$ cat config.mk
export PLATFORM = sky130hd
export DESIGN_NAME = imre_exec
export DESIGN_NICKNAME = d
export VERILOG_FILES = /design/src/verilog/imre_exec.v
export VERILOG_INCLUDE_DIRS = /design/src /design/src/verilog
export SDC_FILE = /design/constraint.sdc
export NUM_CORES = 1
export LEC_CHECK = 0
export ABC_AREA = 0
export BUFFER_PORTS_ARGS = -buffer_cell sky130_fd_sc_hd__buf_2
export CAP_MARGIN = 10
export CORE_ASPECT_RATIO = 0.5
export CORE_MARGIN = 2
export CORE_UTILIZATION = 59
export CTS_CLUSTER_SIZE = 8
export DETAILED_ROUTE_END_ITERATION = 7
export PLACE_DENSITY = 0.87
export SYNTH_ARGS = -nofsm -noshare
export SYNTH_HDL_FRONTEND = slang
export SYNTH_SLANG_ARGS = --single-unit
export TNS_END_PERCENT = 5
$ cat constraint.sdc
create_clock -name CLK -period 8.95 [get_ports CLK]
set_clock_uncertainty 0.05 [all_clocks]
set_input_delay 1.79 -clock CLK [delete_from_list [all_inputs] [get_ports CLK]]
set_output_delay 1.79 -clock CLK [all_outputs]
set_load 0.01 [all_outputs]
$ cat src/verilog/imre_map.vh
`ifndef IMRE_MAP_VH
`define IMRE_MAP_VH
// operation codes presented on OP
`define IMRE_OP_NOP      3'h0
`define IMRE_OP_WR_PTR   3'h1
`define IMRE_OP_RD_PTR   3'h2
`define IMRE_OP_WR_OFF   3'h3
`define IMRE_OP_RD_OFF   3'h4
`define IMRE_OP_OPTION   3'h5
`define IMRE_OP_RESET    3'h6
`define IMRE_OP_RETURN   3'h7
// pointer mode field codes
`define IMRE_MODE_PREINC  2'h0
`define IMRE_MODE_PREDEC  2'h1
`define IMRE_MODE_POSTINC 2'h2
`define IMRE_MODE_POSTDEC 2'h3
// mode field bits: bit0 picks decrement, bit1 picks post
`define IMRE_MODE_DEC_BIT  0
`define IMRE_MODE_POST_BIT 1
// offset sign bit and extension to pointer width
`define IMRE_OFF_MSB     5
`define IMRE_OFF_EXT     10
`define IMRE_PTR_W       16
// field positions and reset values
`define IMRE_IRQ_EN_BIT  7
`define IMRE_ZERO8       8'h00
`define IMRE_PTR_RST     16'h0000
`define IMRE_OPT_RST     8'hFF
`define IMRE_ICR_RST     8'h00
`define IMRE_W_RST       8'h00
`define IMRE_ONE16       16'h0001
`endif
$ cat src/verilog/imre_exec.v
// How it works
// - mode field: preinc, predec, postinc, postdec
// - pre modes update pointer before transfer
// - window access goes to pointed address
// - pointer is 16 bits and wraps
// - pointer update leaves status flags alone
// - option load copies working register
// - software reset requests reset, clears flag
// - irq return pops stack into counter
// - irq return sets global enable bit
// - irq return takes two cycles
// - subroutine return pops stack into counter
// - subroutine return takes two cycles
// - offset form uses pointer plus signed k
`timescale 1ns/1ns
`include "imre_map.vh"
module imre_exec
#(
  parameter PC_W = 15
)
(
  input  wire            CLK,
  input  wire            RST,
  input  wire            GO,
  input  wire [2:0]      OP,
  input  wire            PTR_SEL,
  input  wire [1:0]      MODE,
  input  wire [5:0]      OFFSET,
  input  wire            IRQ_RET,
  input  wire [7:0]      MEM_RDATA,
  input  wire [PC_W-1:0] STACK_TOP,
  output wire            BUSY,
  output reg             DONE,
  output reg  [PC_W-1:0] PC,
  output reg  [15:0]     MEM_ADDR,
  output reg  [7:0]      MEM_WDATA,
  output reg             MEM_WE,
  output reg             STACK_POP,
  output reg             RESET_REQ,
  output reg             RESET_FLAG_N,
  output reg  [7:0]      OPTION_REG,
  output reg  [7:0]      IRQ_CTRL,
  output reg  [7:0]      W,
  output reg             Z,
  output wire [15:0]     PTR0,
  output wire [15:0]     PTR1
);

  // one-hot states; return and read hold a second cycle
  localparam S_IDLE = 3'b001;
  localparam S_RET1 = 3'b010;
  localparam S_RD   = 3'b100;

  // two pointers, each built by the loop further down
  localparam N_PTR  = 2;

  // sequencer state and its next value
  reg  [2:0]       state_q;
  reg  [2:0]       state_d;
  // return source, held over the second return cycle
  reg              ret_irq_q;

  // pointer path and effective addresses
  wire [31:0]      ptr_bus;
  wire [15:0]      ptr_cur;
  wire [15:0]      ptr_upd;
  wire             pre;
  wire [15:0]      ea_mode;
  wire [15:0]      ea_off;
  wire [15:0]      ea;

  // accepted operations, one strobe per class
  wire             take;
  wire             take_nop;
  wire             take_wr;
  wire             take_rd;
  wire             take_mode;
  wire             take_opt;
  wire             take_rst;
  wire             take_ret;
  wire             done_d;
  wire [PC_W-1:0]  pc_one;

  // pointer step; 16-bit add and subtract wrap at both ends
  function [15:0] step;
    input [15:0] p;
    input        dec;
    begin
      if (dec)
        step = p - `IMRE_ONE16;
      else
        step = p + `IMRE_ONE16;
    end
  endfunction

  // window write in either addressing form
  function is_write;
    input [2:0] o;
    begin
      is_write = (o == `IMRE_OP_WR_PTR) || (o == `IMRE_OP_WR_OFF);
    end
  endfunction

  // window read in either addressing form
  function is_read;
    input [2:0] o;
    begin
      is_read = (o == `IMRE_OP_RD_PTR) || (o == `IMRE_OP_RD_OFF);
    end
  endfunction

  // offset form: address from pointer plus k, pointer kept
  function uses_off;
    input [2:0] o;
    begin
      uses_off = (o == `IMRE_OP_WR_OFF) || (o == `IMRE_OP_RD_OFF);
    end
  endfunction

  // mode form: pointer steps as part of the move
  function uses_mode;
    input [2:0] o;
    begin
      uses_mode = (o == `IMRE_OP_WR_PTR) || (o == `IMRE_OP_RD_PTR);
    end
  endfunction

  // selected pointer and its stepped value
  assign ptr_cur = PTR_SEL ? PTR1 : PTR0;
  assign ptr_upd = step(ptr_cur, MODE[`IMRE_MODE_DEC_BIT]);
  // pre modes address the stepped value, post modes the old one
  assign pre     = ~MODE[`IMRE_MODE_POST_BIT];
  assign ea_mode = pre ? ptr_upd : ptr_cur;
  // sign-extended k; the sum wraps like the pointer itself
  assign ea_off  = ptr_cur +
                   {{`IMRE_OFF_EXT{OFFSET[`IMRE_OFF_MSB]}}, OFFSET};
  assign ea      = uses_off(OP) ? ea_off : ea_mode;

  // a request is taken only while idle; GO during BUSY is ignored
  assign take      = GO && (state_q == S_IDLE);
  assign take_nop  = take && (OP == `IMRE_OP_NOP);
  assign take_wr   = take && is_write(OP);
  assign take_rd   = take && is_read(OP);
  assign take_mode = take && uses_mode(OP);
  assign take_opt  = take && (OP == `IMRE_OP_OPTION);
  assign take_rst  = take && (OP == `IMRE_OP_RESET);
  assign take_ret  = take && (OP == `IMRE_OP_RETURN);

  // one-cycle ops finish at once, the others in their second cycle
  assign done_d = take_nop || take_wr || take_opt || take_rst ||
                  (state_q == S_RET1) || (state_q == S_RD);
  assign pc_one = {{(PC_W-1){1'b0}}, 1'b1};
  assign BUSY   = (state_q != S_IDLE);

  // next state
  always @*
  begin
    state_d = state_q;
    case (state_q)
      S_IDLE:
      begin
        if (take_rd)
          state_d = S_RD;
        else if (take_ret)
          state_d = S_RET1;
      end
      S_RET1:
        state_d = S_IDLE;
      S_RD:
        state_d = S_IDLE;
      default:
        state_d = S_IDLE;
    endcase
  end

  // state register
  always @(posedge CLK)
  begin
    if (RST)
      state_q <= S_IDLE;
    else
      state_q <= state_d;
  end

  // one-cycle pulses toward memory, stack and reset logic
  always @(posedge CLK)
  begin
    if (RST)
    begin
      DONE      <= 1'b0;
      MEM_WE    <= 1'b0;
      STACK_POP <= 1'b0;
      RESET_REQ <= 1'b0;
    end
    else
    begin
      DONE      <= done_d;
      MEM_WE    <= take_wr;
      STACK_POP <= take_ret;
      RESET_REQ <= take_rst;
    end
  end

  // return source; only read in the second return cycle
  always @(posedge CLK)
  begin
    if (RST)
      ret_irq_q <= 1'b0;
    else if (take_ret)
      ret_irq_q <= IRQ_RET;
  end

  // counter: the stack wins in the second return cycle
  always @(posedge CLK)
  begin
    if (RST)
      PC <= {PC_W{1'b0}};
    else if (state_q == S_RET1)
      PC <= STACK_TOP;
    else if (state_q == S_RD)
      PC <= PC + pc_one;
    else if (take_nop || take_wr || take_opt)
      PC <= PC + pc_one;
  end

  // memory port; the address stands until the next move
  always @(posedge CLK)
  begin
    if (RST)
    begin
      MEM_ADDR  <= `IMRE_PTR_RST;
      MEM_WDATA <= `IMRE_ZERO8;
    end
    else
    begin
      if (take_wr || take_rd)
        MEM_ADDR <= ea;
      if (take_wr)
        MEM_WDATA <= W;
    end
  end

  // option and interrupt control registers
  always @(posedge CLK)
  begin
    if (RST)
    begin
      OPTION_REG <= `IMRE_OPT_RST;
      IRQ_CTRL   <= `IMRE_ICR_RST;
    end
    else
    begin
      if (take_opt)
        OPTION_REG <= W;
      if ((state_q == S_RET1) && ret_irq_q)
        IRQ_CTRL[`IMRE_IRQ_EN_BIT] <= 1'b1;
    end
  end

  // working register and zero flag change only on a window read
  always @(posedge CLK)
  begin
    if (RST)
    begin
      W <= `IMRE_W_RST;
      Z <= 1'b0;
    end
    else if (state_q == S_RD)
    begin
      // memory answers one cycle after the address
      W <= MEM_RDATA;
      Z <= (MEM_RDATA == `IMRE_ZERO8);
    end
  end

  // reset-cause flag, low after a software reset; limitation: the
  // outer reset logic must not route that reset back through RST,
  // or the cause is lost here
  always @(posedge CLK)
  begin
    if (RST)
      RESET_FLAG_N <= 1'b1;
    else if (take_rst)
      RESET_FLAG_N <= 1'b0;
  end

  // one pointer register per index; k forms leave them alone
  genvar g;
  generate
    for (g = 0; g < N_PTR; g = g + 1)
    begin : g_ptr
      reg  [15:0] ptr_q;
      wire        sel_me;
      assign sel_me = (g == 0) ? ~PTR_SEL : PTR_SEL;
      always @(posedge CLK)
      begin
        if (RST)
          ptr_q <= `IMRE_PTR_RST;
        else if (take_mode && sel_me)
          ptr_q <= ptr_upd;
      end
      assign ptr_bus[g*`IMRE_PTR_W +: `IMRE_PTR_W] = ptr_q;
    end
  endgenerate

  // pointer outputs
  assign PTR0 = ptr_bus[`IMRE_PTR_W-1:0];
  assign PTR1 = ptr_bus[2*`IMRE_PTR_W-1:`IMRE_PTR_W];
endmodule

### Word level (Yosys, flattened, before mapping)

Index checks and enable logic that the tools add are counted.

* bits in read-only memories: 0
* memories kept: 0
* bits in latches: 0
* memory bits (writable): 0
* input bits: 39
* register bits after elaboration: 98
* output and inout bits: 102
* word-level logic and storage cells: 70

* div/mod/pow operators: 0
* shifts and indexed selects: 0
* eq/ne operators: 11
* add/subtract/negate cells: 4
* mux-type cells: 9
* $lt $le $gt $ge: 0
* multipliers: 0
* reductions and logical operators: 27
* bitwise gates (word level): 2

Operators by type and width (count)
* $mux W16: 4
* $mux W15: 3
* $add A16 B1 Y16 const B: 1
* $add A16 B16 Y16: 1
* $sub A16 B1 Y16 const B: 1
* $add A15 B1 Y15 const B: 1
* $eq A3 B3 Y1 const B: 5
* $logic_and A1 B1 Y1: 11
* $logic_or A1 B1 Y1: 10
* $eq A3 B2 Y1 const B: 3
* $logic_not A8 Y1: 1
* $eq A3 B1 Y1 const B: 2
* $mux W3: 2
* $logic_not A3 Y1: 1
* $ne A3 B1 Y1 const B: 1
* $reduce_bool A3 Y1: 1
* $reduce_or A3 Y1: 1
* $not A1 Y1: 2
* $reduce_bool A2 Y1: 1
* $reduce_or A2 Y1: 1

### Logic depth before layout (Yosys ltp)

Gate-level depths: netlist of the first run.

* word-level depth: 8
* gate-level depth with buffers: 11
* mapped depth without buffers: 11

### Least setup slack after synthesis of the first run

Ideal clock, no wire load.

* path type: input-to-reg
* from: input port PTR_SEL
* to: register MEM_ADDR[12]
* library setup time: 0.122 ns
* slack: 4.304 ns
* cell stages on the path: 10
* path buffers: 1
* arrival time: 4.474 ns
* data required time: 8.778 ns
* path through: clkbuf_1 > mux2_2 > fa_1 > a21o_1 > a221oi_2 > o211ai_1 > a31oi_2 > xnor2_1 > o21ai_0 > a311o_1

* longest elaborated chain between the ends: 5
* elaborated cells between the ends (all ways): 7
* classes of those cells: add/sub (3); mux (4)

Ends and longest elaborated chain
* start: declaration: line imre_exec.v:26 `input wire PTR_SEL,`
* $mux W16 *: line imre_exec.v:129 `assign ptr_cur = PTR_SEL ? PTR1 : PTR0;`
* $add A16 B1 Y16 (no line) / $sub A16 B1 Y16 (equally long branches)
* $mux W16: line imre_exec.v:89 `if (dec)`
* $mux W16: line imre_exec.v:133 `assign ea_mode = pre ? ptr_upd : ptr_cur;`
* $mux W16 *: line imre_exec.v:137 `assign ea = uses_off(OP) ? ea_off : ea_mode;`
* end signal: assignment: line imre_exec.v:231 `` MEM_ADDR <= `IMRE_PTR_RST; ``
* end: declaration: line imre_exec.v:35 `output reg [15:0] MEM_ADDR,`

Every way passes the cells marked *; elsewhere a longest branch is shown, timed or not.
A chain may end at the register's enable or synchronous reset.

### Worst setup path in the final report of the first run

* from: input port PTR_SEL
* to: register MEM_ADDR[14]

Same word-level chain as after synthesis.

==> impl_metrics.csv, run 1 <==
group,metric,value,unit
clocking,clk_pin_slew,70,ps
placement,gp_congestion,0.942,
logic_synthesis,ys.flop_type,"dfxtp_1",
global_routing,track_usage,28.5,%
clocking,cts.sinks,98,
sta,slew_viol_final,0,
pwr,irDropWorstVdd,0.000126,V
route,ant_nets,0,
clocking,post-cts-setup-buffers,0,
finish,area_growth_syn_to_layout,15.5,%
finish,nets,907,
route,avgRoutedWirePerCell,16.3,um
clocking,insertion_delay,350,ps
route,vias,5807,
global_routing,grt_max_degree,81,
sta,setup_viol,0,
logic_synthesis,synth_edf_count,0,
placement,dp_hpwl,11700,um
worst_setup_path,cpPeakStageDelay,510,ps
worst_setup_path,startpoint_type,"input port",
logic_synthesis,synth.most_common_cell,"nor2_1",
pwr,powerDensity,153,nW/um^2
sta,fin_setup_tns,0,ps
job,cap_violations,0,
logic_synthesis,syn_area_per_cell,8.13,um^2
route,wl_met3,1120,um
sta,hold_viol,0,
worst_setup_path,arrival,5120,ps
floorplanning,die_area,11000,um^2
global_routing,grt_pass1_wl,25400,um
worst_setup_path,cp-end-kind,"flip-flop",
route,wl,15900,um
worst_setup_path,cp_cell_sequence,"buf_2 -> mux2i_1 -> inv_1 -> ha_1 -> fa_1 -> a21oi_1 -> nor2_1 -> a211oi_1 -> o21ai_1 -> a311oi_1 -> xnor2_1 -> o211a_1",
floorplanning,die_w,146,um
route,drt_iter0_drc,394,
route,viasPerCell,5.95,
route,drtPass1Iterations,5,
route,drc,0,
logic_synthesis,ys_seq_elements,98,
worst_setup_path,crit_type,"input port to flip-flop",
route,wl_met1,7050,um
worst_setup_path,path_max_fanout,22,
finish,antenna_cells,0,
logic_synthesis,yosysTopAreaCell,"dfxtp_1",
floorplanning,die_y,75.1,um
global_routing,grt_overflow,0,
logic_synthesis,synth_top_area_share,32.9,%
clocking,cts_buffer_depth,2,
logic_synthesis,synth_area_leaders,"dfxtp_1 (33%), nor2_1 (6.4%), ha_1 (6.3%)",
placement,portBuffers,133,
global_routing,grt_pass1_vias,5344,
worst_setup_path,cp.required,9140,ps
logic_synthesis,synthArstFlopShare,0,%
sta,finalCritPeriodShare,55.1,%
logic_synthesis,yosys_warnings,0,
worst_setup_path,cp_top_family,"compound AO/OA/AOI/OAI gates",
clocking,cts_resized,0,
floorplanning,fp-row-count,25,
sta,tightest_slew,1060,ps
sta,rsz0062_at_grt,"false",
sta,fmax,203,MHz
floorplanning,start_util,61.9,%
finish,drive_gt1_share,21.6,%
logic_synthesis,synthCells,734,
floorplanning,core,9630,um^2
clocking,cts_made_buffers,9,
sta,slew_headroom,29.1,%
route,dr_wl_met2,7440,um
sta,fin_crit,4930,ps
global_routing,grt_antenna_before_repair,0,
logic_synthesis,syn_area,5970,um^2
clocking,root_buffer,"clkbuf_16",
hold_path,holdCritPathClass,"flip-flop to flip-flop",
sta,fin_hold_ws,406,ps
run_status,status,"completed",
clocking,h-tree-depth,3,
clocking,postCtsHoldBufs,0,
route,maxUsedRoutingLayer,"met4",
logic_synthesis,netlist_top_cells_count,"nor2_1 (101), dfxtp_1 (98), nand2_1 (75), a21oi_1 (65), ha_1 (30)",
logic_synthesis,yosysUniqueCellTypes,70,
worst_setup_path,crit_buf_inv,2,
logic_synthesis,seq_area_frac_synth,32.9,%
pwr,leakage,3.01,nW
worst_setup_path,cpMaxStageDelayCell,"a211oi_1",
floorplanning,ioPinCount,141,
clocking,cts_tree,"yes",
[through the flow]
step	cell area (um^2)	util (%)	power, mW	cells	setup slack (ps)
3_5_place_dp	6590	68.4	0.671	960	3780
2_1_floorplan	5990	-	0.615	740	4300
3_3_place_gp	6590	68.4	0.666	960	3870
4_1_cts	6890	71.5	1.05	976	4080
6_report	6890	71.5	1.05	976	4020
5_1_grt	6890	71.5	1.09	976	3850
[area by class of cell]
type / count / area [um^2]
clock buffer: 10 / 239
tap: 135 / 169
timing repair buffer: 136 / 688
clock inverter: 6 / 61.3
fill: 780 / 2740
sequential: 98 / 1960
inverter: 18 / 67.6
multi-input combinational: 573 / 3700
[worst reg2reg max path, delay by kind of cell, from the launching register on]
family	cells	cell delay, ps
simple gates	1	70
xor+xnor	1	100
fa+ha+maj	2	640
flops	1	340
compound gates	5	1540
mux	1	270
buf+inv	1	140
[logic make-up (layout without fill, tap and decap cells)]
logic type / Yosys count / count (layout) / synth area share [%]
buffers and inverters: 69 / 170 / 5.49
muxes: 43 / 43 / 7.53
xor gates and xnor gates: 32 / 32 / 4.70
AOI/OAI and AO/OA: 203 / 203 / 22.5
other: 1 / 7 / 0.0628
adders and majority gates: 33 / 33 / 7.13
and+or+nand+nor: 255 / 255 / 19.7
DFF: 98 / 98 / 32.9
[path summary, 6_finish.rpt]
| path | endpoint | slack [ps] | start | cells past startpoint |
|---|---|---|---|---|
| min reg2reg | OPTION_REG[5] | 410 | OPTION_REG[5] | 1 |
| max reg2reg | MEM_ADDR[14] | 5700 | PTR1[0] | 11 |
| max | MEM_ADDR[14] | 4020 | PTR_SEL | 12 |
| min | OPTION_REG[5] | 410 | OPTION_REG[5] | 1 |
[registers in the layout, indices dropped and copies added (netlist names)]
register / count
PC: 15
state_q: 3
IRQ_CTRL: 1
STACK_POP: 1
DONE: 1
RESET_REQ: 1
RESET_FLAG_N: 1
PTR0: 16
PTR1: 16
MEM_ADDR: 16
ret_irq_q: 1
Z: 1
MEM_WDATA: 8
MEM_WE: 1
OPTION_REG: 8
W: 8
[per-layer routing]
layer,GRT usage (%),vias up
met5,0,-
met4,9.92,0
met3,5.39,43
met2,50.5,240
met1,36.0,2708
li1,-,2816
[where the power goes]
part / internal (mW) / total (mW) / switching [mW]
Combinational: 0.0766 / 0.203 / 0.126
Sequential: 0.451 / 0.462 / 0.0108
Clock: 0.203 / 0.387 / 0.184
[cell usage in the layout, fill, tap and decap left out, drive strengths merged, types with 20 or more instances in the layout]
master / instances
dfxtp: 98
a21oi: 66
inv: 20
nor2: 104
o21ai: 32
ha: 30
nand2: 76
xnor2: 21
buf: 136
mux2i: 28
(Power assumes the default switching activity.)
==> inputs of run 2 (changes only) <==
--- a/config.mk
+++ b/config.mk
@@ -11,10 +11,10 @@
 export CAP_MARGIN = 10
 export CORE_ASPECT_RATIO = 0.5
 export CORE_MARGIN = 2
-export CORE_UTILIZATION = 59
+export CORE_UTILIZATION = 55
 export CTS_CLUSTER_SIZE = 8
 export DETAILED_ROUTE_END_ITERATION = 7
-export PLACE_DENSITY = 0.87
+export PLACE_DENSITY = 0.81
 export SYNTH_ARGS = -nofsm -noshare
 export SYNTH_HDL_FRONTEND = slang
 export SYNTH_SLANG_ARGS = --single-unit
==> constraint.sdc (replaced) <==
create_clock -name CLK -period 4.95 [get_ports CLK]
set_clock_uncertainty 0.05 [all_clocks]
set_input_delay 0.99 -clock CLK [delete_from_list [all_inputs] [get_ports CLK]]
set_output_delay 0.99 -clock CLK [all_outputs]
set_load 0.01 [all_outputs]
==> run 2 against run 1 <==
  * Global-route usage fell by 1.3 points
  * Clock-buffer cell count fell by 1
  * Clock power rose by 86%
  * Sequential power rose by 81%
  * Final cell count rose by 0.51%
  * Power rose by 83%
  * Critical endpoint is now MEM_ADDR[12]
  * Critical path depth fell by 1
  * Non-clock buffer count rose by 1
  * Setup slack got worse by 2900 ps
  * Flip-flop and latch count did not move
==> impl_metrics.csv, run 2 (synthesis results as in run 1) <==
group,metric,value,unit
job,cap_violations,0,
finish,final.fill_count,877,
finish,area_growth_syn_to_layout,15.7,%
placement,gp_congestion,0.991,
worst_setup_path,arrival,3990,ps
route,drtPass1Iterations,5,
global_routing,grt.busiest_layer,"met2",
route,drc,0,
clocking,postCtsHoldBufs,0,
sta,setup_ws,1150,ps
worst_setup_path,startpoint_type,"input port",
finish,seqCellArea,1960,um^2
global_routing,track_usage,27.2,%
placement,pre_cts_ws,851,ps
floorplanning,die_area,11700,um^2
floorplanning,die_y,77.7,um
worst_setup_path,cp-end-kind,"flip-flop",
worst_setup_path,cp.required,5140,ps
sta,slew_headroom,28.3,%
global_routing,grt_max_degree,70,
sta,setup_viol,0,
global_routing,grt_use_met3,5.53,%
finish,multi_input_area,3700,um^2
sta,slew_viol_final,0,
finish,antenna_cells,0,
placement,portBuffers,133,
sta,fin_setup_tns,0,ps
sta,hold_viol,0,
sta,tightest_slew,1070,ps
clocking,post-cts-setup-buffers,0,
finish,drive_gt1_share,21.6,%
pwr,leakage,3.02,nW
global_routing,met1_usage,35.1,%
run_status,status,"completed",
sta,finalCritPeriodShare,76.9,%
clocking,cts.sinks,98,
route,ant_nets,0,
floorplanning,ioPinCount,141,
clocking,cts_made_buffers,9,
finish,utilization,66.6,%
clocking,h-tree-depth,3,
clocking,cts_buffer_depth,2,
clocking,clk_pin_slew,70,ps
route,avgRoutedWirePerCell,16.5,um
finish,final_cell_mix,"buf_2 (133), nor2_1 (101), dfxtp_1 (98)",
floorplanning,die_w,151,um
finish,nets,908,
clocking,insertion_delay,350,ps
pwr,irDropWorstVdd,0.000178,V
global_routing,use_met2,45.5,%
worst_setup_path,path_max_fanout,18,
sta,fin_crit,3800,ps
finish,final_common_cell,"buf_2",
sta,fmax,263,MHz
global_routing,grt_pass1_wl,25500,um
global_routing,grt_antenna_before_repair,0,
floorplanning,fp-row-count,26,
clocking,cts_resized,0,
route,wl,16100,um
pwr,powerDensity,279,nW/um^2
worst_setup_path,crit_type,"input port to flip-flop",
placement,dp_hpwl,11800,um
floorplanning,core,10400,um^2
hold_path,holdCritPathClass,"flip-flop to flip-flop",
route,viasPerCell,5.83,
clocking,root_buffer,"clkbuf_16",
route,drt_iter0_drc,362,
sta,fin_hold_ws,407,ps
clocking,cts_tree,"yes",
sta,rsz0062_at_grt,"false",
route,vias,5716,
global_routing,grt_pass1_vias,5271,
global_routing,grt_overflow,0,
floorplanning,start_util,57.5,%
[run 2: metrics by stage]
| stage | cells | area (um^2) | power, mW |
|---|---|---|---|
| final | 981 | 6910 | 1.92 |
| after global routing | 981 | 6910 | 2.00 |
| after CTS | 981 | 6910 | 1.93 |
| after detailed placement | 966 | 6610 | 1.21 |
| after global placement | 966 | 6610 | 1.21 |
| after floorplan | 740 | 5990 | 1.11 |
[run 2: worst max-delay path: stages]
cell,delay (ps)
buf_2,140
buf_4,300
mux2_2,410
ha_1,340
a21o_1,200
a221oi_2,430
o211ai_1,210
a31oi_2,280
xnor2_1,200
o21ai_0,120
a311o_1,360
[run 2: power by group]
part	switching (mW)	internal, mW
logic	0.228	0.139
clock network	0.324	0.397
registers	0.0196	0.816
[run 2: area by class of cell]
cell class              count  share of cell area (%)
clock inverters             6                    1.11
clock buffers               9                    3.26
flip-flops and latches     98                    28.4
inverters                  18                   0.978
multi-input cells         573                    53.6
well taps                 140                    2.54
repair buffers            137                    10.1
[run 2: routing by layer]
| layer | vias to the layer above | wire (um) |
|---|---|---|
| li1 | 2818 | - |
| met1 | 2658 | 7420 |
| met2 | 205 | 7420 |
| met3 | 35 | 987 |
| met4 | 0 | 320 |
| met5 | - | 0 |
[run 2: worst paths after layout]
check / startpoint / endpoint / slack, ps / depth (start not counted)
min reg2reg: MEM_ADDR[13] / MEM_ADDR[13] / 410 / 2
max: PTR_SEL / MEM_ADDR[12] / 1150 / 11
min: MEM_ADDR[13] / MEM_ADDR[13] / 410 / 2
max reg2reg: PTR1[0] / MEM_ADDR[14] / 1660 / 11
